**config.mk**
```make
export PLATFORM = sky130hd
export DESIGN_NAME = ebrs_bus_ctrl
export DESIGN_NICKNAME = d
export VERILOG_FILES = /design/src/ebrs_clk_sync.v /design/src/ebrs_bus_ctrl.v
export VERILOG_INCLUDE_DIRS = /design/src
export SDC_FILE = /design/constraint.sdc
export NUM_CORES = 1
export LEC_CHECK = 0
export ABC_AREA = 1
export BUFFER_PORTS_ARGS = -buffer_cell sky130_fd_sc_hd__buf_2
export CORE_MARGIN = 4
export CORE_UTILIZATION = 51
export DETAILED_ROUTE_END_ITERATION = 16
export MAX_ROUTING_LAYER = met4
export PLACE_DENSITY_LB_ADDON = 0.12
export SETUP_SLACK_MARGIN = 0.2
export SLEW_MARGIN = 20
export SYNTH_ARGS = -nofsm -noshare
export SYNTH_HDL_FRONTEND = slang
export SYNTH_SLANG_ARGS = --single-unit
```
**constraint.sdc**
```tcl
create_clock -name clk -period 2.4 [get_ports clk]
set_input_delay 0.12 -clock clk [delete_from_list [all_inputs] [get_ports clk]]
set_output_delay 0.12 -clock clk [all_outputs]
set_load 0.1 [all_outputs]
```
**src/ebrs_defines.vh**
```
`ifndef EBRS_DEFINES_VH
`define EBRS_DEFINES_VH

// Bus widths
`define EBRS_AW          12
`define EBRS_DW          16
`define EBRS_PA_MSB      2
`define EBRS_PA_LSB      0

// Reset and constant values
`define EBRS_PC_RST      12'h000
`define EBRS_ADDR_RST    12'h000
`define EBRS_PORT_HI     9'h1ff
`define EBRS_DATA_RST    16'h0000

// Clock division: four master clocks per bus cycle
`define EBRS_DIV         4
`define EBRS_PH_LAST     2'h3
`define EBRS_PH_STB0     2'h0
`define EBRS_PH_STB1     2'h1
`define EBRS_PH_CAPT     2'h2
`define EBRS_SYSTEM_CLOCK_OUT_HI   2'h2
`define EBRS_RST_MIN_CYC 5

// Bus cycle kinds
`define EBRS_SL_IDLE     3'h0
`define EBRS_SL_FETCH    3'h1
`define EBRS_SL_DUMMY    3'h2
`define EBRS_SL_TDATA    3'h3
`define EBRS_SL_TWRITE   3'h4
`define EBRS_SL_PIN      3'h5
`define EBRS_SL_POUT     3'h6
`define EBRS_SL_PWR      3'h7

// Instruction classes presented by the core
`define EBRS_OP_PLAIN    3'h0
`define EBRS_OP_TABLE_READ_INSTR     3'h1
`define EBRS_OP_TABLE_WRITE_INSTR     3'h2
`define EBRS_OP_IN       3'h3
`define EBRS_OP_OUT      3'h4
`define EBRS_OP_PWR      3'h5

`endif

```
**src/ebrs_clk_sync.v**
```verilog
`timescale 1ns/1ps
`include "ebrs_defines.vh"

module ebrs_clk_sync (
  // Clock and reset
  input  wire       clk,
  input  wire       srst,
  // Reset pin
  input  wire       reset_in_n,
  // Derived timing
  output wire [1:0] phase,
  output wire       system_clock_out,
  output wire       reset_sync_n
);

  reg [1:0] phase_q;
  reg       system_clock_out_q;
  reg       rmeta_q;
  reg       rsync_q;

  always @(posedge clk) begin
    if (srst) begin
      phase_q  <= 2'h0;
      system_clock_out_q <= 1'b1;
      rmeta_q  <= 1'b0;
      rsync_q  <= 1'b0;
    end else begin
      phase_q  <= phase_q + 2'h1;
      system_clock_out_q <= ((phase_q + 2'h1) < `EBRS_SYSTEM_CLOCK_OUT_HI);
      // Entry and exit land on the second edge after the pin change
      rmeta_q  <= reset_in_n;
      rsync_q  <= rmeta_q;
    end
  end

  assign phase            = phase_q;
  assign system_clock_out = system_clock_out_q;
  assign reset_sync_n     = rsync_q;

endmodule

```
**src/ebrs_bus_ctrl.v**
```verilog
// Operation
// - Reset low holds port, write and memory strobes high.
// - Reset low releases all sixteen data lines.
// - One full cycle after reset falls, address and program counter clear.
// - Execution resumes one complete cycle after reset rises.
// - Reset input passes a clock synchronizer; entry and exit delays vary.
// - At most one of the three strobes is asserted at once.
// - Twelve-bit program address output, most to least significant.
// - Address outputs always driven, floated only during reset.
// - Port transfers put a three-bit port address on low lines.
// - Port transfers drive the upper nine address lines high.
// - Data bus released except while write strobe is low.
// - Data bus also driven while an internal peripheral is written.
// - Source select 0 fetches internally, 1 fetches externally.
// - Code protect blocks every external path into internal program memory.
// - Table read: prefetch, dummy prefetch, data fetch, next prefetch.
// - Table write: prefetch, dummy prefetch, write cycle, next prefetch.
// - System clock output is master clock divided by four.
`timescale 1ns/1ps
`include "ebrs_defines.vh"

module ebrs_bus_ctrl (
  // Master clock and reset
  input  wire        clk,
  input  wire        srst,
  // Pins: reset, mode straps
  input  wire        reset_in_n,
  input  wire        program_source_select,
  input  wire        code_protect_bit,
  // Pins: clock out
  output wire        system_clock_out,
  // Pins: address bus
  output wire [11:0] address_outputs,
  output wire        address_oe,
  // Pins: strobes
  output wire        port_strobe_n,
  output wire        memory_strobe_n,
  output wire        write_strobe_n,
  // Pins: data bus
  input  wire [15:0] data_in,
  output wire [15:0] data_out,
  output wire        data_oe,
  // Internal program memory
  output wire [11:0] irom_addr,
  output wire        irom_rd,
  input  wire [15:0] irom_data,
  // Core instruction port
  input  wire        op_valid,
  input  wire [2:0]  op_code,
  input  wire [11:0] op_addr,
  input  wire [15:0] op_wdata,
  output wire        op_ready,
  // Core results
  output wire        instr_valid,
  output wire [15:0] instr_data,
  output wire        rd_valid,
  output wire [15:0] rd_data,
  output wire [11:0] pc_out,
  output wire        core_reset
);

  // Strobe vector {port, write, memory}, active high inside
  function [2:0] slot_strobes;
    input [2:0] slot;
    input       ext;
    begin
      case (slot)
        `EBRS_SL_FETCH:  slot_strobes = {2'b00, ext};
        `EBRS_SL_DUMMY:  slot_strobes = {2'b00, ext};
        `EBRS_SL_TDATA:  slot_strobes = {2'b00, ext};
        `EBRS_SL_TWRITE: slot_strobes = 3'b010;
        `EBRS_SL_PIN:    slot_strobes = 3'b100;
        `EBRS_SL_POUT:   slot_strobes = 3'b010;
        default:         slot_strobes = 3'b000;
      endcase
    end
  endfunction

  wire [1:0] phase;
  wire       rsync_n;

  ebrs_clk_sync u_sync (
    .clk              (clk),
    .srst             (srst),
    .reset_in_n       (reset_in_n),
    .phase            (phase),
    .system_clock_out (system_clock_out),
    .reset_sync_n     (rsync_n)
  );

  reg [2:0]  slot_q;
  reg [2:0]  slot_d;
  reg [2:0]  opc_q;
  reg [11:0] tbl_addr_q;
  reg [15:0] wdata_q;
  reg [11:0] pc_q;
  reg [11:0] addr_q;
  reg [11:0] addr_d;
  reg        addr_oe_q;
  reg [2:0]  stb_q;
  reg        doe_q;
  reg [15:0] dout_q;
  reg        ext_q;
  reg        rst_seen_q;
  reg        wake_q;
  reg        run_q;
  reg        ivld_q;
  reg [15:0] idata_q;
  reg        rvld_q;
  reg [15:0] rdata_q;

  wire       boundary = (phase == `EBRS_PH_LAST);
  wire       stb_win  = (phase == `EBRS_PH_STB0) || (phase == `EBRS_PH_STB1);
  wire       capture  = (phase == `EBRS_PH_CAPT);
  wire [2:0] stb_now  = slot_strobes(slot_q, ext_q);
  // Internal memory is unreachable while code runs from outside and protect is set
  wire       irom_ok  = ~(ext_q && code_protect_bit);
  wire       int_src  = ~ext_q && irom_ok;
  wire       rd_int   = (slot_q == `EBRS_SL_TDATA) && int_src;
  wire       fe_int   = (slot_q == `EBRS_SL_FETCH) && ~ext_q;

  // Slot sequencing at the end of each bus cycle
  always @* begin
    slot_d = `EBRS_SL_FETCH;
    case (slot_q)
      `EBRS_SL_IDLE: begin
        slot_d = run_q ? `EBRS_SL_FETCH : `EBRS_SL_IDLE;
      end
      `EBRS_SL_FETCH: begin
        case (opc_q)
          `EBRS_OP_TABLE_READ_INSTR: slot_d = `EBRS_SL_DUMMY;
          `EBRS_OP_TABLE_WRITE_INSTR: slot_d = `EBRS_SL_DUMMY;
          `EBRS_OP_IN:   slot_d = `EBRS_SL_PIN;
          `EBRS_OP_OUT:  slot_d = `EBRS_SL_POUT;
          `EBRS_OP_PWR:  slot_d = `EBRS_SL_PWR;
          default:       slot_d = `EBRS_SL_FETCH;
        endcase
      end
      `EBRS_SL_DUMMY: begin
        if (opc_q == `EBRS_OP_TABLE_READ_INSTR)
          slot_d = `EBRS_SL_TDATA;
        else
          slot_d = `EBRS_SL_TWRITE;
      end
      default: begin
        slot_d = `EBRS_SL_FETCH;
      end
    endcase
  end

  // Address for the coming slot
  always @* begin
    addr_d = pc_q;
    case (slot_d)
      `EBRS_SL_FETCH:  addr_d = pc_q;
      `EBRS_SL_DUMMY:  addr_d = pc_q;
      `EBRS_SL_TDATA:  addr_d = tbl_addr_q;
      `EBRS_SL_TWRITE: addr_d = tbl_addr_q;
      `EBRS_SL_PIN:    addr_d = {`EBRS_PORT_HI, tbl_addr_q[`EBRS_PA_MSB:`EBRS_PA_LSB]};
      `EBRS_SL_POUT:   addr_d = {`EBRS_PORT_HI, tbl_addr_q[`EBRS_PA_MSB:`EBRS_PA_LSB]};
      default:         addr_d = addr_q;
    endcase
  end

  // New instruction is taken when its prefetch cycle starts
  assign op_ready = run_q && rsync_n && boundary && (slot_d == `EBRS_SL_FETCH);

  // Reset entry, clear and resume
  always @(posedge clk) begin
    if (srst) begin
      rst_seen_q <= 1'b0;
      wake_q     <= 1'b0;
      run_q      <= 1'b0;
      ext_q      <= 1'b0;
    end else begin
      // Source select is only looked at while the core is held; code protect is used at all times
      if (!rsync_n)
        ext_q <= program_source_select;
      if (!rsync_n) begin
        run_q  <= 1'b0;
        wake_q <= 1'b0;
        if (boundary)
          rst_seen_q <= 1'b1;
      end else if (boundary) begin
        if (!run_q && !wake_q) begin
          wake_q <= 1'b1;
        end else if (wake_q) begin
          wake_q     <= 1'b0;
          run_q      <= 1'b1;
          rst_seen_q <= 1'b0;
        end
      end
    end
  end

  // Slot, program counter and address
  always @(posedge clk) begin
    if (srst) begin
      slot_q     <= `EBRS_SL_IDLE;
      opc_q      <= `EBRS_OP_PLAIN;
      tbl_addr_q <= `EBRS_ADDR_RST;
      wdata_q    <= `EBRS_DATA_RST;
      pc_q       <= `EBRS_PC_RST;
      addr_q     <= `EBRS_ADDR_RST;
      addr_oe_q  <= 1'b0;
    end else if (!rsync_n) begin
      slot_q    <= `EBRS_SL_IDLE;
      opc_q     <= `EBRS_OP_PLAIN;
      addr_oe_q <= 1'b0;
      // A cycle already seen in reset means a full cycle has passed
      if (boundary && rst_seen_q) begin
        pc_q   <= `EBRS_PC_RST;
        addr_q <= `EBRS_ADDR_RST;
      end
    end else if (boundary) begin
      slot_q    <= slot_d;
      addr_q    <= addr_d;
      addr_oe_q <= 1'b1;
      if (slot_d == `EBRS_SL_FETCH) begin
        pc_q <= pc_q + 12'h001;
        if (op_ready && op_valid) begin
          opc_q      <= op_code;
          tbl_addr_q <= op_addr;
          wdata_q    <= op_wdata;
        end else begin
          opc_q <= `EBRS_OP_PLAIN;
        end
      end
    end
  end

  // Strobes and data drive
  always @(posedge clk) begin
    if (srst) begin
      stb_q  <= 3'b000;
      doe_q  <= 1'b0;
      dout_q <= `EBRS_DATA_RST;
    end else if (!rsync_n) begin
      stb_q <= 3'b000;
      doe_q <= 1'b0;
    end else begin
      // Strobes sit inside the cycle so the address is stable around them
      stb_q  <= (stb_win && run_q) ? stb_now : 3'b000;
      doe_q  <= stb_win && run_q && (stb_now[1] || (slot_q == `EBRS_SL_PWR));
      if (boundary)
        dout_q <= wdata_q;
    end
  end

  // Read capture at the last strobe phase
  always @(posedge clk) begin
    if (srst) begin
      ivld_q  <= 1'b0;
      idata_q <= `EBRS_DATA_RST;
      rvld_q  <= 1'b0;
      rdata_q <= `EBRS_DATA_RST;
    end else begin
      ivld_q <= 1'b0;
      rvld_q <= 1'b0;
      if (capture && run_q && rsync_n) begin
        if (slot_q == `EBRS_SL_FETCH) begin
          ivld_q  <= 1'b1;
          idata_q <= fe_int ? irom_data : data_in;
        end
        if (slot_q == `EBRS_SL_TDATA || slot_q == `EBRS_SL_PIN) begin
          rvld_q  <= 1'b1;
          rdata_q <= rd_int ? irom_data : data_in;
        end
      end
    end
  end

  assign address_outputs = addr_q;
  assign address_oe      = addr_oe_q;
  assign port_strobe_n   = ~stb_q[2];
  assign write_strobe_n  = ~stb_q[1];
  assign memory_strobe_n = ~stb_q[0];
  assign data_out        = dout_q;
  assign data_oe         = doe_q;
  assign irom_addr       = irom_ok ? addr_q : `EBRS_ADDR_RST;
  assign irom_rd         = fe_int || rd_int;
  assign instr_valid     = ivld_q;
  assign instr_data      = idata_q;
  assign rd_valid        = rvld_q;
  assign rd_data         = rdata_q;
  assign pc_out          = pc_q;
  assign core_reset      = ~run_q;

endmodule

```
==> impl_metrics.yaml <==
clock_tree:
  clock_path_buffers: 2
  clk_latency_ns: 0.52
  cts_tree: "done"
  clock-sinks: 122
  htreeDepth: 4
  cts_buffers: 17
  root_buffer: "clkbuf_8"
  cts.clk_slew.worst_paths_ns: 0.06
worst_setup_path:
  worst_setup_path_start_kind: "register"
  cp.arrival_ns: 2.59
  cp.required_ns: 2.84
  cp-startpoint: "slot_q[1]$_SDFFE_PP0P_"
  setup.worst_path.end: "instr_data[5]$_SDFFE_PP0P_"
  crit_type: "register to register"
  r2r_start: "slot_q[1]$_SDFFE_PP0P_"
  reg2reg_slack_ns: 0.26
  r2r_end: "instr_data[5]$_SDFFE_PP0P_"
  worst_setup_path_end_kind: "register"
  worstRegToRegCells: 10
  critPathMaxFanout: 8
placement:
  dp_hpwl_um: 10650
  placed_area_mm2: 0.006266
  place.gp.congestion: 0.9403
  dpl.cell_count: 982
  port_buffers: 163
  dp_slack_ns: 0.2992
synth:
  seq_area_frac_synth_pct: 46.08
  synth-async-reset-ratio_pct: 0
  synth_top_area_cell: "dfxtp_1"
  synth_warnings: 0
  yosysMostFrequentCell: "dfxtp_1"
  synth_top_area_share_pct: 46.08
  syn_area_per_cell_um2: 7.454
  synth_common_cells: "122 x dfxtp_1, 111 x nand2_1, 99 x a21oi_1"
  synth-edff-count: 0
  ys_types: 37
  synth_nets: 785
  synth-seq-cells: 122
  ys.flop_type: "dfxtp_1"
  synth_area_leaders: "dfxtp_1 46%, a21oi_1 9.3%, nand2_1 7.9%, nor2_1 6.5%, o21ai_0 5.9%"
  syn-instance-count: 711
  syn_area_mm2: 0.005300
timing:
  hold_viol: 0
  period_needed_ns: 2.145
  slew_headroom_pct: 66.39
  fin_crit_sh_pct: 89.36
  fin_worst_skew_ns: 0.009369
  tightest_slew_ns: 0.5076
  worst_hold_slack_ns: 0.01417
  setup_viol: 0
  max_freq_mhz: 466.3
  rsz0062_at_grt: "true"
  setup_ws_ns: 0.2554
  slew_violations: 0
  fin_tns_setup_ns: 0
power_and_ir_drop:
  intPower_mw: 3.845
  sw_frac_of_total_pct: 22.85
  power_frac_seq_pct: 41.1
  p_leak_nw: 3.308
  clkPwrFrac_pct: 52.0
  power_frac_comb_pct: 6.9
  vdd_ir_drop_max_uv: 436.2
  power.switching_mw: 1.139
  power.density_mw_per_mm2: 642.9
global_route:
  antenna_found_initial: 0
  grt_pass1_vias: 5506
  overflow: 0
  grt_pass1_wl_um: 26010
  grt_use_total_pct: 28.34
  grt_max_degree: 59
drt:
  viasPerCell: 5.277
  wl_per_cell_um: 15.26
  drt-initial-drc-count: 349
  vias: 5757
  ant_nets: 0
  wl_um: 16650
  drc: 0
  first_pass_iters: 5
floorplanning:
  fp.dieW_um: 109.9
  ios: 164
  rows: 36
  dieArea_mm2: 0.01209
  core_area_mm2: 0.009955
  die_h_um: 109.9
  start_util_pct: 53.24
final_layout:
  synthToLayoutAreaGrowth_pct: 46.25
  fin_area_mm2: 0.007751
  nNetsFinal: 1019
  drive_above_1_share_pct: 29.75
  diodes: 0
  finalNonFillerCells: 1091
outcome:
  status: "finished clean"
hold_path:
  min_path_type: "input port to register"
job:
  maxCapViolCount: 0
[metal layers]
layer | global-route usage, % | up-vias | part of all wire (%)
met5 | - | - | 0
met4 | 9.973 | 0 | 2.4
met1 | 30.97 | 2639 | 39
met2 | 50.87 | 264 | 51
li1 | - | 2807 | -
met3 | 5.696 | 47 | 7.4
[cell usage in the layout, fill, tap and decap left out, types with 6 or more instances in the layout]
cell type / Yosys / final
nor2_2: 3 / 14
buf_4: 4 / 20
dfxtp_1: 122 / 115
buf_2: 7 / 161
a21oi_1: 99 / 99
nand2_1: 111 / 109
inv_2: 4 / 6
nand3_1: 37 / 34
clkbuf_16: 0 / 16
o22ai_1: 16 / 16
dlygate4sd3_1: 0 / 67
nor2_1: 92 / 78
o21ai_0: 63 / 63
mux2_2: 16 / 16
inv_1: 67 / 64
[cells by family (layout without fill, tap and decap cells)]
family,count (synthesis),after routing,synth area share [%]
muxes,16,16,3.399
DFF,122,122,46.08
AOI/OAI and AO/OA,185,185,18.18
xor gates and xnor gates,6,6,0.9915
adders and majority gates,5,5,1.180
buffers and inverters,112,359,8.522
and+or+nand+nor,265,265,21.65
[power groups by stage]
stage | sequential (mW) | combinational (mW) | clock, mW
final | 2.05 | 0.344 | 2.59
after global routing | 2.05 | 0.370 | 2.71
after CTS | 2.05 | 0.328 | 2.60
after detailed placement | 2.09 | 0.235 | 0
after global placement | 2.09 | 0.230 | 0
after floorplan | 2.12 | 0.104 | 0
[state kept, by name (all words and copies together) (netlist names), 2 cells and up]
register         count
data_out            16
instr_data          16
rd_data             16
wdata_q             16
address_outputs     12
pc_out              12
tbl_addr_q          12
opc_q                3
slot_q               3
stb_q                3
u_sync.phase         2
[layout make-up]
cell class	count	area, um2
fillers	724	2203
clock inverters	13	168.9
multi-input cells	477	2499
clock buffers	19	441.7
repair buffers	255	1745
well taps	133	166.4
flip-flops and latches	122	2456
inverters	72	274.0
[how the worst min path moves through the flow]
| stage | start | to | slack [ns] | cells after the start |
|---|---|---|---|---|
| 2_1_floorplan | reset_in_n | u_sync.rmeta_q$_SDFF_PP0_ | 0.23 | 2 |
| 6_report | data_in[13] | rd_data[13]$_SDFFE_PP0P_ | 0.01 | 4 |
| 3_5_place_dp | reset_in_n | u_sync.rmeta_q$_SDFF_PP0_ | 0.35 | 3 |
| 5_1_grt | irom_data[3] | rd_data[3]$_SDFFE_PP0P_ | 0.04 | 4 |
| 3_3_place_gp | reset_in_n | u_sync.rmeta_q$_SDFF_PP0_ | 0.35 | 3 |
| 4_1_cts | data_in[13] | rd_data[13]$_SDFFE_PP0P_ | 0.006 | 4 |
[stage by stage]
step                total power [mW]  util, %
detailed placement             2.326    62.95
global placement               2.321    62.95
global route                   5.125    77.87
finish                         4.983    77.87
CTS                            4.980    76.78
floorplan                      2.228        -
[worst max-delay path: stages (launching register included)]
cell,delay [ns]
dfxtp_4,0.36
inv_2,0.07
nand2_2,0.08
nor2_4,0.15
buf_4,0.16
inv_1,0.12
nor2_4,0.13
clkbuf_4,0.22
o22ai_1,0.08
dlygate4sd3_1,0.56
a21oi_1,0.14
[timing repair]
| item | in CTS | in global routing |
|---|---|---|
| setup endpoints to repair | 1 | 53 |
| gates resized for setup | 13 | 17 |
| cloned | 1 | 1 |
| setup buffers | 3 | 5 |
| pin swaps | 4 | 2 |
| hold endpoints to repair | 54 | 0 |
| hold buffers | 67 | 0 |
Power figures use the tool's default switching activity.
